[config.mk]
export PLATFORM = sky130hd
export DESIGN_NAME = arpwm_timer
export DESIGN_NICKNAME = d
export VERILOG_FILES = /design/src/hdl/arpwm_pkg.sv /design/src/hdl/arpwm_timer.sv
export SDC_FILE = /design/constraint.sdc
export NUM_CORES = 1
export LEC_CHECK = 0
export BUFFER_PORTS_ARGS = -buffer_cell sky130_fd_sc_hd__buf_2
export CELL_PAD_IN_SITES_DETAIL_PLACEMENT = 1
export CELL_PAD_IN_SITES_GLOBAL_PLACEMENT = 1
export CORE_MARGIN = 2
export CORE_UTILIZATION = 44
export CTS_BUF_LIST = sky130_fd_sc_hd__clkbuf_8
export CTS_CLUSTER_DIAMETER = 60
export DETAILED_ROUTE_END_ITERATION = 10
export PLACE_DENSITY_LB_ADDON = 0.15
export SKIP_LAST_GASP = 1
export SYNTH_ARGS = -nofsm -noshare
export SYNTH_HDL_FRONTEND = slang
export SYNTH_SLANG_ARGS = --single-unit
[constraint.sdc]
create_clock -name aclk -period 4.95 [get_ports aclk]
set_input_delay 1.485 -clock aclk [delete_from_list [all_inputs] [get_ports aclk]]
set_output_delay 1.485 -clock aclk [all_outputs]
set_load 0.01 [all_outputs]
[src/hdl/arpwm_pkg.sv]
package arpwm_pkg;

  // ==========================================================================
  // Register map (byte addresses, one aligned word each)
  // ==========================================================================
  localparam logic [3:0] ADDR_CTRL_STATUS = 4'h0;
  localparam logic [3:0] ADDR_COUNTER     = 4'h4;
  localparam logic [3:0] ADDR_RELOAD      = 4'h8;
  localparam logic [3:0] ADDR_PWM_CTRL    = 4'hc;
  localparam logic [3:0] ADDR_IRQ_STATUS  = 4'h0 + 4'h0;
  localparam logic [5:0] ADDR_IRQ_STAT    = 6'h10;
  localparam logic [5:0] ADDR_IRQ_CLEAR   = 6'h14;
  localparam logic [5:0] ADDR_IRQ_ENABLE  = 6'h18;
  localparam int         ADDR_W           = 6;

  // ==========================================================================
  // Control/status field positions
  // ==========================================================================
  localparam int BIT_EXT_CLK    = 7;
  localparam int BIT_DIV_HI     = 6;
  localparam int BIT_DIV_LO     = 4;
  localparam int BIT_COUNT_RUN  = 3;
  localparam int BIT_FORCE_RLD  = 2;
  localparam int BIT_OVF_IE     = 1;
  localparam int BIT_OVF_FLAG   = 0;

  // ==========================================================================
  // Sizes and reset values
  // ==========================================================================
  localparam int         PWM_CH       = 4;
  localparam int         PRESC_W      = 7;
  localparam logic [7:0] CNT_TOP      = 8'hff;
  localparam logic [7:0] RST_BYTE     = 8'h00;
  localparam logic [1:0] RESP_OKAY    = 2'b00;
  localparam logic [1:0] RESP_SLVERR  = 2'b10;
  localparam int         IRQ_W        = 2;
  localparam int         IRQ_OVF      = 0;
  localparam int         IRQ_FRELOAD  = 1;

  typedef struct packed {
    logic       ext_clock_select;
    logic [2:0] clock_divide_code;
    logic       count_run;
    logic       overflow_irq_enable;
  } arpwm_ctrl_s;

  typedef enum logic [1:0] {
    ARPWM_B_IDLE,
    ARPWM_B_RESP
  } arpwm_bstate_e;

endpackage : arpwm_pkg

[src/hdl/arpwm_timer.sv]
// ============================================================================
// ============================================================================
`timescale 1ns/100ps
`default_nettype none

module arpwm_timer (
  // Clock and reset
  input  wire logic                 aclk,
  input  wire logic                 aresetn,
  // AXI4-Lite write address
  input  wire logic                 s_axi_awvalid,
  output var  logic                 s_axi_awready,
  input  wire logic [5:0]           s_axi_awaddr,
  // AXI4-Lite write data
  input  wire logic                 s_axi_wvalid,
  output var  logic                 s_axi_wready,
  input  wire logic [31:0]          s_axi_wdata,
  input  wire logic [3:0]           s_axi_wstrb,
  // AXI4-Lite write response
  output var  logic                 s_axi_bvalid,
  input  wire logic                 s_axi_bready,
  output var  logic [1:0]           s_axi_bresp,
  // AXI4-Lite read address
  input  wire logic                 s_axi_arvalid,
  output var  logic                 s_axi_arready,
  input  wire logic [5:0]           s_axi_araddr,
  // AXI4-Lite read data
  output var  logic                 s_axi_rvalid,
  input  wire logic                 s_axi_rready,
  output var  logic [31:0]          s_axi_rdata,
  output var  logic [1:0]           s_axi_rresp,
  // External count clock, sampled as a level
  input  wire logic                 ext_count_clk,
  // PWM outputs and interrupt
  output var  logic [3:0]           pwm_out,
  output var  logic                 irq
);
  import arpwm_pkg::*;

  // ==========================================================================
  // Register state
  // ==========================================================================
  arpwm_ctrl_s               ctrl_r;
  logic                      ovf_flag_r;
  logic [7:0]                counter_r;
  logic [7:0]                reload_r;
  logic [PWM_CH-1:0]         polarity_r;
  logic [PRESC_W-1:0]        presc_r;
  logic                      ext_prev_r;
  logic [IRQ_W-1:0]          irq_stat_r;
  logic [IRQ_W-1:0]          irq_en_r;

  // ==========================================================================
  // AXI4-Lite write channel: address and data may arrive in either order
  // ==========================================================================
  logic                      aw_hold_r;
  logic                      w_hold_r;
  logic [5:0]                awaddr_r;
  logic [31:0]               wdata_r;
  logic [3:0]                wstrb_r;

  wire aw_take   = s_axi_awvalid && s_axi_awready;
  wire w_take    = s_axi_wvalid && s_axi_wready;
  wire have_aw   = aw_hold_r || aw_take;
  wire have_w    = w_hold_r || w_take;
  // One write is open at most: a new one waits until its response is taken.
  wire wr_fire   = have_aw && have_w && !s_axi_bvalid;
  wire [5:0]  wr_addr = aw_hold_r ? awaddr_r : s_axi_awaddr;
  wire [31:0] wr_data = w_hold_r ? wdata_r : s_axi_wdata;
  wire        wr_lane0 = w_hold_r ? wstrb_r[0] : s_axi_wstrb[0];
  wire        wr_en   = wr_fire && wr_lane0;

  wire wr_csr    = wr_en && (wr_addr == {2'b00, ADDR_CTRL_STATUS});
  wire wr_cnt    = wr_en && (wr_addr == {2'b00, ADDR_COUNTER});
  wire wr_rld    = wr_en && (wr_addr == {2'b00, ADDR_RELOAD});
  wire wr_pwm    = wr_en && (wr_addr == {2'b00, ADDR_PWM_CTRL});
  wire wr_iclr   = wr_en && (wr_addr == ADDR_IRQ_CLEAR);
  wire wr_ien    = wr_en && (wr_addr == ADDR_IRQ_ENABLE);

  function automatic logic addr_mapped(input logic [5:0] a);
    addr_mapped = (a == {2'b00, ADDR_CTRL_STATUS}) || (a == {2'b00, ADDR_COUNTER}) ||
                  (a == {2'b00, ADDR_RELOAD}) || (a == {2'b00, ADDR_PWM_CTRL}) ||
                  (a == ADDR_IRQ_STAT) || (a == ADDR_IRQ_CLEAR) || (a == ADDR_IRQ_ENABLE);
  endfunction : addr_mapped

  wire force_reload = wr_csr && wr_data[BIT_FORCE_RLD];

  always_ff @(posedge aclk) begin
    if (!aresetn) begin
      s_axi_awready <= 1'b0;
      s_axi_wready  <= 1'b0;
      aw_hold_r     <= 1'b0;
      w_hold_r      <= 1'b0;
      awaddr_r      <= 6'h00;
      wdata_r       <= 32'h0000_0000;
      wstrb_r       <= 4'h0;
      s_axi_bvalid  <= 1'b0;
      s_axi_bresp   <= RESP_OKAY;
    end else begin
      s_axi_awready <= !have_aw || wr_fire ? !wr_fire && !aw_take : 1'b0;
      s_axi_wready  <= !have_w || wr_fire ? !wr_fire && !w_take : 1'b0;
      if (aw_take && !wr_fire) begin
        aw_hold_r <= 1'b1;
        awaddr_r  <= s_axi_awaddr;
      end else if (wr_fire) begin
        aw_hold_r <= 1'b0;
      end
      if (w_take && !wr_fire) begin
        w_hold_r <= 1'b1;
        wdata_r  <= s_axi_wdata;
        wstrb_r  <= s_axi_wstrb;
      end else if (wr_fire) begin
        w_hold_r <= 1'b0;
      end
      if (wr_fire) begin
        s_axi_bvalid <= 1'b1;
        s_axi_bresp  <= addr_mapped(wr_addr) ? RESP_OKAY : RESP_SLVERR;
      end else if (s_axi_bready) begin
        s_axi_bvalid <= 1'b0;
      end
    end
  end

  // ==========================================================================
  // AXI4-Lite read channel
  // ==========================================================================
  wire rd_take = s_axi_arvalid && s_axi_arready;
  wire rd_csr  = rd_take && (s_axi_araddr == {2'b00, ADDR_CTRL_STATUS});

  // Force-reload always reads as zero.
  wire [7:0] csr_view = {ctrl_r.ext_clock_select, ctrl_r.clock_divide_code,
                         ctrl_r.count_run, 1'b0, ctrl_r.overflow_irq_enable,
                         ovf_flag_r};
  wire [7:0] rd_byte =
    (s_axi_araddr == {2'b00, ADDR_CTRL_STATUS}) ? csr_view :
    (s_axi_araddr == {2'b00, ADDR_COUNTER})     ? counter_r :
    (s_axi_araddr == {2'b00, ADDR_RELOAD})      ? reload_r :
    (s_axi_araddr == {2'b00, ADDR_PWM_CTRL})    ? {4'h0, polarity_r} :
    (s_axi_araddr == ADDR_IRQ_STAT)             ? {6'h00, irq_stat_r} :
    (s_axi_araddr == ADDR_IRQ_ENABLE)           ? {6'h00, irq_en_r} : RST_BYTE;

  always_ff @(posedge aclk) begin
    if (!aresetn) begin
      s_axi_arready <= 1'b0;
      s_axi_rvalid  <= 1'b0;
      s_axi_rdata   <= 32'h0000_0000;
      s_axi_rresp   <= RESP_OKAY;
    end else begin
      s_axi_arready <= !s_axi_rvalid && !rd_take;
      if (rd_take) begin
        s_axi_rvalid <= 1'b1;
        s_axi_rdata  <= {24'h00_0000, rd_byte};
        s_axi_rresp  <= addr_mapped(s_axi_araddr) ? RESP_OKAY : RESP_SLVERR;
      end else if (s_axi_rready) begin
        s_axi_rvalid <= 1'b0;
      end
    end
  end

  // ==========================================================================
  // Prescaler and counter
  // ==========================================================================
  // The external clock is taken as a synchronous level; one rising edge
  // of it is one input tick, so it must stay at or below half the bus clock.
  wire       ext_rise = ext_count_clk && !ext_prev_r;
  wire       in_tick  = ctrl_r.ext_clock_select ? ext_rise : 1'b1;
  wire       running  = ctrl_r.count_run;
  wire [PRESC_W-1:0] presc_mask = PRESC_W'((8'h01 << ctrl_r.clock_divide_code) - 8'h01);
  wire       cnt_tick = running && in_tick && ((presc_r & presc_mask) == presc_mask);
  wire       overflow = cnt_tick && (counter_r == CNT_TOP);

  always_ff @(posedge aclk) begin
    if (!aresetn) begin
      ext_prev_r <= 1'b0;
      presc_r    <= '0;
      counter_r  <= RST_BYTE;
    end else begin
      ext_prev_r <= ext_count_clk;
      // A force reload wins over a tick; an overflow in that cycle is still
      // flagged, so software can tell that a period ended before the reload.
      if (force_reload) begin
        presc_r   <= '0;
        counter_r <= reload_r;
      end else begin
        if (running && in_tick) begin
          presc_r <= cnt_tick ? '0 : presc_r + 1'b1;
        end
        if (wr_cnt) begin
          counter_r <= wr_data[7:0];
        end else if (overflow) begin
          counter_r <= reload_r;
        end else if (cnt_tick) begin
          counter_r <= counter_r + 8'h01;
        end
      end
    end
  end

  // ==========================================================================
  // Control registers, overflow flag, PWM levels, interrupt
  // ==========================================================================
  always_ff @(posedge aclk) begin
    if (!aresetn) begin
      ctrl_r     <= '0;
      reload_r   <= RST_BYTE;
      polarity_r <= '0;
      ovf_flag_r <= 1'b0;
      pwm_out    <= '0;
      irq_stat_r <= '0;
      irq_en_r   <= '0;
      irq        <= 1'b0;
    end else begin
      if (wr_csr) begin
        ctrl_r.ext_clock_select    <= wr_data[BIT_EXT_CLK];
        ctrl_r.clock_divide_code   <= wr_data[BIT_DIV_HI:BIT_DIV_LO];
        ctrl_r.count_run           <= wr_data[BIT_COUNT_RUN];
        ctrl_r.overflow_irq_enable <= wr_data[BIT_OVF_IE];
      end
      if (wr_rld) begin
        reload_r <= wr_data[7:0];
      end
      if (wr_pwm) begin
        polarity_r <= wr_data[PWM_CH-1:0];
      end
      // Set wins over the read-clear so that no overflow is lost.
      if (overflow) begin
        ovf_flag_r <= 1'b1;
      end else if (rd_csr) begin
        ovf_flag_r <= 1'b0;
      end
      if (overflow) begin
        pwm_out <= polarity_r;
      end
      for (int i = 0; i < IRQ_W; i++) begin
        if ((i == IRQ_OVF && overflow) || (i == IRQ_FRELOAD && force_reload)) begin
          irq_stat_r[i] <= 1'b1;
        end else if (wr_iclr && wr_data[i]) begin
          irq_stat_r[i] <= 1'b0;
        end
      end
      if (wr_ien) begin
        irq_en_r <= wr_data[IRQ_W-1:0];
      end
      irq <= (ctrl_r.overflow_irq_enable && ovf_flag_r) || |(irq_stat_r & irq_en_r);
    end
  end

  // ==========================================================================
  // Checks
  // ==========================================================================
  chk_ovf_sets_flag: assert property (@(posedge aclk) disable iff (!aresetn)
    overflow |=> ovf_flag_r)
    else $error("overflow did not set flag");

  chk_ovf_reloads: assert property (@(posedge aclk) disable iff (!aresetn)
    overflow && !force_reload && !wr_cnt |=> counter_r == $past(reload_r))
    else $error("overflow did not reload counter");

  chk_frz_when_off: assert property (@(posedge aclk) disable iff (!aresetn)
    !running && !force_reload && !wr_cnt |=> $stable(counter_r) && $stable(presc_r))
    else $error("counter moved while stopped");

  chk_force_load: assert property (@(posedge aclk) disable iff (!aresetn)
    force_reload |=> counter_r == $past(reload_r) && presc_r == '0)
    else $error("force reload failed");

  chk_read_clears: assert property (@(posedge aclk) disable iff (!aresetn)
    rd_csr && !overflow |=> !ovf_flag_r)
    else $error("read did not clear flag");

  chk_fr_reads_0: assert property (@(posedge aclk) disable iff (!aresetn)
    s_axi_rvalid && $past(rd_csr) |-> !s_axi_rdata[BIT_FORCE_RLD])
    else $error("force reload bit read as one");

  chk_pwm_level: assert property (@(posedge aclk) disable iff (!aresetn)
    overflow |=> pwm_out == $past(polarity_r))
    else $error("pwm level not updated");

  chk_irq_gate: assert property (@(posedge aclk) disable iff (!aresetn)
    ovf_flag_r && ctrl_r.overflow_irq_enable |=> irq)
    else $error("overflow interrupt missing");

  chk_count_step: assert property (@(posedge aclk) disable iff (!aresetn)
    cnt_tick && !overflow && !force_reload && !wr_cnt |=> counter_r == $past(counter_r) + 8'h01)
    else $error("counter did not step");

  // The reset check runs without the disable so that it sees reset itself.
  chk_reset_zero: assert property (@(posedge aclk)
    !aresetn |=> counter_r == RST_BYTE && reload_r == RST_BYTE && ctrl_r == '0 && !ovf_flag_r)
    else $error("registers not cleared by reset");

  chk_ext_gate: assert property (@(posedge aclk) disable iff (!aresetn)
    ctrl_r.ext_clock_select && !ext_rise && !force_reload && !wr_cnt |=>
      $stable(presc_r) && $stable(counter_r))
    else $error("count moved without external edge");

  chk_presc_step: assert property (@(posedge aclk) disable iff (!aresetn)
    running && in_tick && !cnt_tick && !force_reload |=> presc_r == $past(presc_r) + 7'h01)
    else $error("prescaler did not step");

  chk_irq_off: assert property (@(posedge aclk) disable iff (!aresetn)
    !ctrl_r.overflow_irq_enable && irq_en_r == '0 |=> !irq)
    else $error("interrupt raised while disabled");

  chk_flag_only_ovf: assert property (@(posedge aclk) disable iff (!aresetn)
    !ovf_flag_r && !overflow |=> !ovf_flag_r)
    else $error("flag set without overflow");

  chk_flag_sticky: assert property (@(posedge aclk) disable iff (!aresetn)
    ovf_flag_r && !rd_csr |=> ovf_flag_r)
    else $error("flag cleared without read");

  chk_cnt_write: assert property (@(posedge aclk) disable iff (!aresetn)
    wr_cnt |=> counter_r == $past(wr_data[7:0]))
    else $error("counter write lost");

  chk_pwm_holds: assert property (@(posedge aclk) disable iff (!aresetn)
    !overflow |=> $stable(pwm_out))
    else $error("pwm level changed without overflow");

  chk_reload_write: assert property (@(posedge aclk) disable iff (!aresetn)
    wr_rld |=> reload_r == $past(wr_data[7:0]))
    else $error("reload write lost");

  chk_count_hold: assert property (@(posedge aclk) disable iff (!aresetn)
    !cnt_tick && !force_reload && !wr_cnt |=> $stable(counter_r))
    else $error("counter moved without tick");

endmodule : arpwm_timer

`default_nettype wire

After elaboration in Yosys (flattened, before gate mapping)
Index checks and enable logic that the tools add are counted.
Storage, ports and cells
  word-level logic and storage cells: 145
  register bits: 78
  input bits: 56
  output and inout bits: 46
Operators by class
  add/subtract/negate cells: 3
  multiplexer cells: 30
  bitwise gates (word level): 3
  equal/unequal tests: 14
  reduce and logical (&&, ||, !) cells: 66
  shift-type cells: 1
Operators with widths (count)
  8-bit 2-to-1 mux: 8
  6-bit by 5-bit equality test with 1-bit output, second input constant: 6
  1-bit logical AND: 26
  6-bit by 4-bit equality test with 1-bit output, second input constant: 4
  1-bit logical OR: 17
  1-bit 2-to-1 mux: 15
  2-bit nonzero test: 7
  6-bit by 3-bit equality test with 1-bit output, second input constant: 2
  6-bit logical NOT: 2
  1-bit logical NOT: 9
  8-bit by 1-bit adder with 8-bit output, second input constant: 1
  8-bit equality test, second input constant: 1
  2-bit 2-to-1 mux: 4
  7-bit by 1-bit adder with 7-bit output, second input constant: 1
  7-bit AND: 1
  7-bit equality test: 1
  7-bit 2-to-1 mux: 1
  1-bit by 3-bit left shift with 7-bit output, first input constant: 1
  7-bit by 1-bit subtractor with 7-bit output, second input constant: 1
  6-bit 2-to-1 mux: 1
  4-bit 2-to-1 mux: 1
  2-bit AND reduction: 2
  4-bit nonzero test: 1
  2-bit OR reduction: 2
  other kinds (2): 2

Logic depth before layout (Yosys ltp)
Gate-level depths: netlist of the first run.
  depth after elaboration: 9
  gate-level depth with buffers: 8
  depth with buffers taken out: 6

Worst setup path after synthesis of the first run
OpenSTA, ideal clock, no wires.
  path kind: input-to-reg
  start: input port s_axi_awaddr[3]
  end: register counter_r[7]
  slack: 1799 ps
  library setup time: 125 ps
  cell stages on the path: 6
  required time: 4825 ps
  arrival time: 3027 ps
  buffers on the path: 0
  cells stage by stage: or4_1 > a21boi_4 > o2111ai_4 > a21boi_4 > a211oi_1 > a21oi_1
On the way
  word-level cells in the longest chain between the ends: 5
  elaborated cells between the ends (all ways): 9
  those cells by class: eq/ne: 1; mux: 3; reduce/logical: 5
RTL lines
  from (decl): line arpwm_timer.sv:13  | input wire logic [5:0] s_axi_awaddr,
  6-bit 2-to-1 mux *: line arpwm_timer.sv:68  | wire [5:0] wr_addr = aw_hold_r ? awaddr_r : s_axi_awaddr;
  6-bit by 3-bit equality test with 1-bit output / 6-bit logical NOT (equally long branches): line arpwm_timer.sv:74, arpwm_timer.sv:73
  1-bit logical AND, on equally long branches: line arpwm_timer.sv:74, arpwm_timer.sv:73
  8-bit 2-to-1 mux / 1-bit logical AND (equally long branches): line arpwm_timer.sv:188, arpwm_timer.sv:86
  8-bit 2-to-1 mux / 4-bit nonzero test (equally long branches)
  to (signal assigned): line arpwm_timer.sv:183  | counter_r <= reload_r;
  to (signal assigned): line arpwm_timer.sv:189  | counter_r <= wr_data[7:0];
  to (signal assigned): line arpwm_timer.sv:191  | counter_r <= reload_r;
  to (decl): line arpwm_timer.sv:45  | logic [7:0] counter_r;
Every way passes the cells marked *; elsewhere a longest branch is shown, timed or not.
A chain may end at the register's enable or synchronous reset.

Worst setup path in the final report of the first run
  start: input port s_axi_awaddr[3]
  end: register counter_r[0]
Same word-level chain as after synthesis.

==> flow_metrics.tcl, run 1 <==
set metrics [dict create \
    status "complete, no violations" \
    drc 0 \
    drtAntennaViolNets 0 \
    insertedDiodeCount 0 \
    dpl_cell_area_sq_um 4330 \
    whs_ps 447 \
    rsz0062_at_grt "no" \
    path_max_fanout 11 \
    die_width_um 101 \
    wirelength_mm 11.0 \
    cts_max_path_buffers 2 \
    postSynthCellCount 467 \
    drive_above_1_share 0.200 \
    dr_total_vias 3498 \
    synth-seq-cells 76 \
    htreeDepth 3 \
    ys_warn_count 0 \
    cts_setup_buffers 0 \
    nets 564 \
    drt_first_pass_iters 4 \
    asyncSetResetFlopFracSynth 0 \
    die_h_um 101 \
    setup_tns_ps 0 \
    min_period_over_period 0.640 \
    drtIter0Drc 99 \
    synthTopCellsByCount "dfxtp_1 (76), nor2_1 (56), nand2_1 (47)" \
    cts_buffers 9 \
    track_usage 0.226 \
    via_per_inst 5.62 \
    cp-start-kind "input pin" \
    yosysTopAreaCell "dfxtp_1" \
    post_drt_wl_per_cell_um 17.6 \
    io_buffers 48 \
    core_area_sq_um 9200 \
    worstPathRequired_ps 5240 \
    syn2layout_area_growth_pct 9.42 \
    worstPathArrival_ps 3450 \
    synthDistinctLibCells 66 \
    p_leak_uw 0.00195 \
    hold_class "reg -> reg" \
    finalCriticalPeriod_ps 3170 \
    synth-edff-count 0 \
    grt_start_max_net_pins 34 \
    slew_headroom 0.405 \
    cts_tree "yes" \
    pwr_density_cell_nw_per_um2 282 \
    yosys.area.top_type_share 0.367 \
    critPathKind "in -> reg" \
    overflow 0 \
    dp.cells 606 \
    max_freq_mhz 316 \
    ios 102 \
    seq_area_frac_synth 0.367 \
    ctsResizeCount 0 \
    start_util 0.450 \
    ys_top_cells_by_area "dfxtp_1 (37%), mux2i_1 (9.9%), buf_4 (5.1%), nor2_1 (5.1%), nand2_1 (4.3%)" \
    final-max-slew-violation-count 0 \
    setup_violations 0 \
    synth.avg_cell_area_sq_um 8.87 \
    fp-row-count 35 \
    tightest_slew_ps 882 \
    dp_hpwl_mm 8.14 \
    final_cell_area_sq_um 4530 \
    clk_latency_ps 360 \
    instances_no_fill 622 \
    gp_congestion 0.852 \
    antenna_found_initial 0 \
    endpoint_kind "register" \
    die-area_sq_um 10200 \
    synth-main-ff-cell "dfxtp_1" \
    cts_hold_buf 0 \
    maxCapViolations 0 \
    irDropWorstVdd_mv 0.169 \
    grt_pass1_wl_mm 17.9 \
    synth_area_sq_um 4140 \
    root_buffer "clkbuf_8" \
    hold_viol 0 \
    cts.sinks 76 \
    clock_skew_ps 8.05 \
    clkTransAtPathRegs_ps 80 \
    grt_pass1_vias 3491 \
    yosysMostFrequentCell "dfxtp_1" \
]
==> stage by stage <==
stage / utilization / worst slack (ps) / total power [uW]
after floorplan: - / 1800 / 769
after global placement: 0.471 / 1440 / 793
after detailed placement: 0.471 / 1430 / 798
after CTS: 0.493 / 1800 / 1280
after global routing: 0.493 / 1610 / 1320
final: 0.493 / 1780 / 1280
==> logic make-up (layout without fill, tap and decap cells) <==
group / Yosys count / after routing / synth area share
DFF: 76 / 76 / 0.367
adders and majority gates: 2 / 2 / 0.00604
and+or+nand+nor: 174 / 174 / 0.214
AOI/OAI and AO/OA: 97 / 97 / 0.171
other: 1 / 26 / 0.000905
buffers and inverters: 49 / 68 / 0.0731
muxes: 57 / 57 / 0.145
xor gates and xnor gates: 11 / 11 / 0.0233
==> power breakdown <==
part | switching [uW] | leakage, uW | total [uW] | internal, uW
Combinational | 93.4 | 0.00124 | 145 | 51.6
Sequential | 14.1 | 0.000615 | 638 | 624
Clock | 247 | 0.0000983 | 493 | 246
==> state kept, by name, indices dropped and copies added (netlist names), 2 cells and up <==
name	flops
counter_r	8
reload_r	8
s_axi_rdata	8
wdata_r	8
presc_r	7
awaddr_r	6
csr_view	5
polarity_r	4
pwm_out	4
irq_en_r	2
irq_stat_r	2
==> routing by layer <==
metal	track usage	wire, um	vias to the layer above
li1	-	-	1702
met1	0.296	5080	1687
met2	0.371	5220	92
met3	0.0312	416	17
met4	0.0977	248	0
met5	0	0	-
==> path summary, 6_finish.rpt <==
check | start | to | slack, ps | cells past startpoint
hold / removal | s_axi_rvalid$_SDFFE_PN0P_ | s_axi_arready$_SDFF_PN0_ | 450 | 1
setup / recovery | s_axi_awaddr[3] | counter_r[0]$_SDFFE_PN0P_ | 1780 | 7
setup reg to reg | w_hold_r$_SDFFE_PN0P_ | counter_r[0]$_SDFFE_PN0P_ | 2470 | 6
hold reg to reg | s_axi_rvalid$_SDFFE_PN0P_ | s_axi_arready$_SDFF_PN0_ | 450 | 1
==> layout by cell type (no fill, tap or decap), types with 4 or more instances in the layout <==
master    Yosys  final
nand2_1      47     47
clkbuf_8      0     10
conb_1        1     26
a21oi_1      24     24
nor3_1        7      7
a211oi_1      5      5
dfxtp_1      76     76
mux2_2       15     15
xnor2_1       4      4
nand3_1      15     15
buf_2         4     48
nand4_1       7      7
and3_1        6      6
mux2i_1      41     41
o211ai_1      8      8
xor2_1        7      7
o21ai_0      20     20
nand2b_1      6      6
nor2b_1       5      5
a31oi_1       6      6
nor2_1       56     56
a22oi_1       6      6
==> critical path: stages <==
cell      delay [ps]
buf_2            110
or4_1            620
a21boi_4         290
nand3_4          160
nor2_2           440
nand3_1          150
a31oi_1          200
==> layout make-up <==
| type | count | area (sq um) |
|---|---|---|
| clock inverter | 6 | 63.8 |
| multi-input combinational | 367 | 2410 |
| tap | 111 | 139 |
| fill | 1120 | 4660 |
| inverter | 3 | 11.3 |
| clock buffer | 10 | 138 |
| sequential | 76 | 1520 |
| timing repair buffer | 49 | 248 |
Note: power is estimated with default switching activity, not from simulation.
==> run 2, diff against run 1 <==
--- a/config.mk
+++ b/config.mk
@@ -5,11 +5,12 @@
 export SDC_FILE = /design/constraint.sdc
 export NUM_CORES = 1
 export LEC_CHECK = 0
+export ABC_AREA = 1
 export BUFFER_PORTS_ARGS = -buffer_cell sky130_fd_sc_hd__buf_2
 export CELL_PAD_IN_SITES_DETAIL_PLACEMENT = 1
 export CELL_PAD_IN_SITES_GLOBAL_PLACEMENT = 1
 export CORE_MARGIN = 2
-export CORE_UTILIZATION = 44
+export CORE_UTILIZATION = 39
 export CTS_BUF_LIST = sky130_fd_sc_hd__clkbuf_8
 export CTS_CLUSTER_DIAMETER = 60
 export DETAILED_ROUTE_END_ITERATION = 10
==> constraint.sdc (replaced) <==
create_clock -name aclk -period 3.17 [get_ports aclk]
set_input_delay 0.951 -clock aclk [delete_from_list [all_inputs] [get_ports aclk]]
set_output_delay 0.951 -clock aclk [all_outputs]
set_load 0.01 [all_outputs]
==> flow_metrics.tcl, run 2 <==
set metrics [dict create \
    insertedDiodeCount 0 \
    yosysTopAreaCell "dfxtp_1" \
    clock_skew_ps 13.4 \
    dp_hpwl_mm 8.59 \
    drtAntennaViolNets 0 \
    drive_above_1_share 0.183 \
    slew_headroom 0.661 \
    min_period_over_period 0.733 \
    maxCapViolations 0 \
    ys_warn_count 0 \
    cts_buffers 9 \
    grt_pass1_vias 3719 \
    path_max_fanout 14 \
    start_util 0.399 \
    setup_tns_ps 0 \
    max_freq_mhz 430 \
    synth-main-ff-cell "dfxtp_1" \
    postSynthCellCount 574 \
    whs_path_depth 2 \
    core_area_sq_um 10300 \
    ctsResizeCount 0 \
    cp-start-kind "register" \
    via_per_inst 4.96 \
    p_comb_frac 0.119 \
    cts_hold_buf 0 \
    gp_congestion 0.865 \
    synth.avg_cell_area_sq_um 7.14 \
    critPathMaxStageDelay_ps 540 \
    drtIter0Drc 143 \
    setup_violations 0 \
    irDropWorstVdd_mv 0.184 \
    regArea_sq_um 1520 \
    cp_common_cell "inv_1" \
    worstPathArrival_ps 2590 \
    r2r_cells 10 \
    p_leak_uw 0.00203 \
    htreeDepth 3 \
    seq_area_frac_synth 0.371 \
    clk_latency_ps 360 \
    overflow 0 \
    drc 0 \
    cp_slowest_cell "dfxtp_1" \
    yosys.area.top_type_share 0.371 \
    tightest_slew_ps 508 \
    hold_viol 0 \
    io_buffers 48 \
    status "complete, no violations" \
    nets 681 \
    multi_input_area_sq_um 2090 \
    final_cell_mix "nand2_1 (98), inv_1 (77), dfxtp_1 (76), o21ai_0 (62), nor2_1 (55)" \
    synth-edff-count 0 \
    ios 102 \
    hold_class "reg -> reg" \
    endpoint_kind "register" \
    cp_cell_sequence "inv_1 -> or2_0 -> o21ai_0 -> inv_1 -> nand3_4 -> nand3_2 -> o21ai_0 -> inv_1 -> nand2_1 -> inv_1" \
    die-area_sq_um 11300 \
    antenna_found_initial 0 \
    clkTransAtPathRegs_ps 80 \
    layout_commonest_cell "nand2_1" \
    pwr_density_cell_nw_per_um2 418 \
    grt_pass1_wl_mm 18.4 \
    synth-seq-cells 76 \
    worstPathRequired_ps 3440 \
    seqPwrFrac 0.526 \
    switching_share 0.281 \
    cts_tree "yes" \
    fill_cells 1364 \
    dr_total_vias 3787 \
    finalCriticalPeriod_ps 2320 \
    fin_util 0.441 \
    drt_first_pass_iters 4 \
    die_h_um 107 \
    wirelength_mm 11.3 \
    root_buffer "clkbuf_8" \
    cts.sinks 76 \
    synth_area_sq_um 4100 \
    post_drt_wl_per_cell_um 14.7 \
    intPower_uw 1360 \
    die_width_um 107 \
    track_usage 0.207 \
    cts_max_path_buffers 2 \
    critPathKind "reg -> reg" \
    ys_top_cells_by_area "dfxtp_1 (37%), nand2_1 (9.0%), o21ai_0 (7.6%), inv_1 (6.9%), a21oi_1 (5.6%)" \
    cts_setup_buffers 0 \
    yosysMostFrequentCell "nand2_1" \
    switching_power_uw 534 \
    clkPwrFrac 0.355 \
    final-max-slew-violation-count 0 \
    fp-row-count 37 \
    asyncSetResetFlopFracSynth 0 \
    grt_start_max_net_pins 53 \
    rsz0062_at_grt "no" \
    syn2layout_area_growth_pct 10.7 \
    synthTopCellsByCount "nand2_1 (98), dfxtp_1 (76), inv_1 (75)" \
    synthDistinctLibCells 45 \
]
-- run 2: cell types whose count changed after synthesis, moves of 7 or more --
| cell | delta |
|---|---|
| inv_2 | +7 |
| o211ai_1 | -7 |
| nand2_1 | +51 |
| mux2_2 | -15 |
| o21ai_0 | +42 |
| mux2i_1 | -40 |
| a21oi_1 | +22 |
| inv_1 | +72 |
-- run 2: layout make-up --
type / instances / share of cell area
clock buffers: 11 / 0.0334
clock inverters: 4 / 0.00386
inverters: 83 / 0.0687
multi-input cells: 400 / 0.460
flip-flops and latches: 76 / 0.335
well taps: 136 / 0.0375
repair buffers: 53 / 0.0612
-- run 2: layer usage --
| layer | global-route usage | wire length (um) | up-vias | share of wire |
|---|---|---|---|---|
| li1 | - | - | 1907 | - |
| met1 | 0.273 | 5370 | 1803 | 0.48 |
| met2 | 0.344 | 5370 | 69 | 0.48 |
| met3 | 0.0325 | 388 | 8 | 0.034 |
| met4 | 0.0705 | 125 | 0 | 0.011 |
| met5 | 0 | 0 | - | 0 |
-- run 2: per-stage QoR --
| step | hold WS, ps | power [uW] | cells | cell area [sq um] | setup slack (ps) |
|---|---|---|---|---|---|
| 2_1_floorplan | 429 | 1190 | 599 | 4190 | 1020 |
| 3_3_place_gp | 436 | 1240 | 748 | 4370 | 544 |
| 3_5_place_dp | 442 | 1250 | 748 | 4370 | 464 |
| 4_1_cts | 457 | 1920 | 763 | 4540 | 801 |
| 5_1_grt | 469 | 1990 | 763 | 4540 | 549 |
| 6_report | 453 | 1900 | 763 | 4540 | 847 |
-- run 2: cell families (layout without fill, tap and decap cells) --
logic type | count (synthesis) | after routing | synth area share
adder cells (fa/ha/maj) | 2 | 2 | 0.00610
multiplexers | 1 | 1 | 0.00244
XOR/XNOR | 10 | 10 | 0.0214
buffers and inverters | 123 | 151 | 0.143
other | 1 | 26 | 0.000915
AND/OR/NAND/NOR | 219 | 219 | 0.261
flip-flops | 76 | 76 | 0.371
AO/OA/AOI/OAI | 142 | 142 | 0.194
-- run 2: worst max-delay path, delay by kind of cell, from the launching register on --
family          cells  cell delay (ps)
simple gates        4              880
flops               1              540
buf+inv             4              450
compound gates      2              360
-- run 2: power groups by stage --
| stage | Combinational [uW] | Sequential, uW | Clock [uW] |
|---|---|---|---|
| CTS | 229 | 997 | 692 |
| floorplan | 177 | 1020 | 0 |
| global route | 256 | 1000 | 732 |
| global placement | 220 | 1020 | 0 |
| finish | 226 | 997 | 674 |
| detailed placement | 228 | 1020 | 0 |
-- run 2: path summary, 6_finish.rpt --
path | start | end | slack [ps]
max | w_hold_r$_SDFFE_PN0P_ | counter_r[5]$_SDFFE_PN0P_ | 850
min | s_axi_rdata[2]$_SDFFE_PN0P_ | s_axi_rdata[2]$_SDFFE_PN0P_ | 450
max reg2reg | w_hold_r$_SDFFE_PN0P_ | counter_r[5]$_SDFFE_PN0P_ | 850
min reg2reg | s_axi_rdata[2]$_SDFFE_PN0P_ | s_axi_rdata[2]$_SDFFE_PN0P_ | 450
==> run 3, diff against run 2 <==
--- a/config.mk
+++ b/config.mk
@@ -5,12 +5,12 @@
 export SDC_FILE = /design/constraint.sdc
 export NUM_CORES = 1
 export LEC_CHECK = 0
-export ABC_AREA = 1
+export ABC_AREA = 0
 export BUFFER_PORTS_ARGS = -buffer_cell sky130_fd_sc_hd__buf_2
 export CELL_PAD_IN_SITES_DETAIL_PLACEMENT = 1
 export CELL_PAD_IN_SITES_GLOBAL_PLACEMENT = 1
 export CORE_MARGIN = 2
-export CORE_UTILIZATION = 39
+export CORE_UTILIZATION = 41
 export CTS_BUF_LIST = sky130_fd_sc_hd__clkbuf_8
 export CTS_CLUSTER_DIAMETER = 60
 export DETAILED_ROUTE_END_ITERATION = 10
==> constraint.sdc (replaced) <==
create_clock -name aclk -period 2.15 [get_ports aclk]
set_input_delay 0.645 -clock aclk [delete_from_list [all_inputs] [get_ports aclk]]
set_output_delay 0.645 -clock aclk [all_outputs]
set_load 0.01 [all_outputs]
==> flow_metrics.tcl, run 3 (synthesis results as in run 1) <==
set metrics [dict create \
    worstPathRequired_ps 2410 \
    die_width_um 105 \
    drtAntennaViolNets 0 \
    grt_pass1_wl_mm 19.2 \
    post_drt_wl_per_cell_um 16.9 \
    setup_slack_ps 38.8 \
    finalCriticalPeriod_ps 2110 \
    final_cell_area_sq_um 5010 \
    io_buffers 48 \
    drc 0 \
    r2r_cells 6 \
    cts_tree "yes" \
    via_per_inst 5.30 \
    dr_total_vias 3694 \
    cp-start-kind "input pin" \
    critPathKind "in -> reg" \
    overflow 0 \
    clk_latency_ps 370 \
    die_h_um 105 \
    irDropWorstVdd_mv 0.328 \
    core_area_sq_um 9770 \
    setup_violations 0 \
    place_ws_ps -346 \
    syn2layout_area_growth_pct 21.0 \
    nets 617 \
    die-area_sq_um 10900 \
    grt_start_max_net_pins 36 \
    start_util 0.424 \
    min_period_over_period 0.982 \
    drtIter0Drc 97 \
    dpl_cell_area_sq_um 4720 \
    cts_hold_buf 0 \
    maxCapViolations 0 \
    clkTransAtPathRegs_ps 80 \
    fp-row-count 36 \
    endpoint_kind "register" \
    tightest_slew_ps 500 \
    final_cell_mix "dfxtp_1 (74), nor2_1 (56), buf_4 (54), buf_2 (47), nand2_1 (45)" \
    hold_class "reg -> reg" \
    dp_hpwl_mm 9.03 \
    clock_skew_ps 7.02 \
    max_freq_mhz 474 \
    hold_viol 0 \
    ios 102 \
    worstPathArrival_ps 2370 \
    grt_pass1_vias 3713 \
    status "complete, no violations" \
    rsz0062_at_grt "yes" \
    track_usage 0.223 \
    htreeDepth 3 \
    drt_first_pass_iters 4 \
    cts_max_path_buffers 2 \
    fin_util 0.513 \
    drive_above_1_share 0.293 \
    wirelength_mm 11.8 \
    path_max_fanout 4 \
    pwr_density_cell_nw_per_um2 601 \
    final-max-slew-violation-count 0 \
    cts.sinks 76 \
    cts_buffers 9 \
    layout_commonest_cell "dfxtp_1" \
    antenna_found_initial 0 \
    insertedDiodeCount 0 \
    slew_headroom 0.657 \
    gp_congestion 0.847 \
    p_leak_uw 0.00225 \
    whs_path_depth 2 \
    root_buffer "clkbuf_8" \
]
[run 3: cell count changes in the layout (fill, tap and decap cells not counted), moves of 7 or more]
cell and change:
a21oi_1 -23, mux2_2 +15, inv_2 -7, o21ai_0 -42
o211ai_1 +7, inv_1 -74, mux2i_1 +40, buf_4 +49
nand2_1 -53
[run 3: per-layer routing]
layer / part of all wire / wire length [um] / GRT usage / up-vias
met5: 0 / 0 / 0 / -
met4: 0.019 / 220 / 0.0840 / 0
met3: 0.038 / 448 / 0.0313 / 15
met2: 0.50 / 5920 / 0.393 / 82
met1: 0.44 / 5200 / 0.274 / 1791
li1: - / - / - / 1806
[run 3: power by group]
part	switching (uW)	internal, uW	leakage (uW)
logic	240	168	0.00152
clock network	552	592	0.000109
registers	23.1	1440	0.000616
total	816	2200	0.00225
[run 3: cell type report]
type / instances / area [sq um]
Inverter: 3 / 11.3
Clock inverter: 5 / 50.0
Tap cell: 133 / 166
Multi-Input combinational cell: 367 / 2460
Clock buffer: 11 / 151
Fill cell: 1211 / 4760
Sequential cell: 76 / 1520
Timing Repair Buffer: 102 / 652
[run 3: through the flow]
stage | power (uW) | std cells | setup TNS (ps) | hold slack (ps)
after floorplan | 1770 | 492 | -282 | 446
after global routing | 3140 | 697 | -25.5 | 475
after detailed placement | 1890 | 675 | -8030 | 443
after CTS | 3030 | 691 | 0 | 455
final | 3010 | 697 | 0 | 451
after global placement | 1880 | 675 | -7140 | 437
[run 3: worst paths after layout]
kind	startpoint	end	slack (ps)
worst min register to register	pwm_out[2]$_SDFFE_PN0P_	pwm_out[2]$_SDFFE_PN0P_	450
worst max register to register	awaddr_r[1]$_SDFFE_PN0P_	counter_r[1]$_SDFFE_PN0P_	60
worst max-delay path	s_axi_awaddr[1]	counter_r[1]$_SDFFE_PN0P_	40
worst min-delay path	pwm_out[2]$_SDFFE_PN0P_	pwm_out[2]$_SDFFE_PN0P_	450
[run 3: critical path, cell delays in order]
cell and delay (ps):
buf_6 90, or4_4 570, and2_4 190, nor4_4 350
nand2_2 140, o211a_1 160, o221a_2 240
[run 3: what timing repair did]
item | CTS | global route
resized for setup | 0 | 13
setup endpoints to repair | 0 | 25
setup buffers | 0 | 6
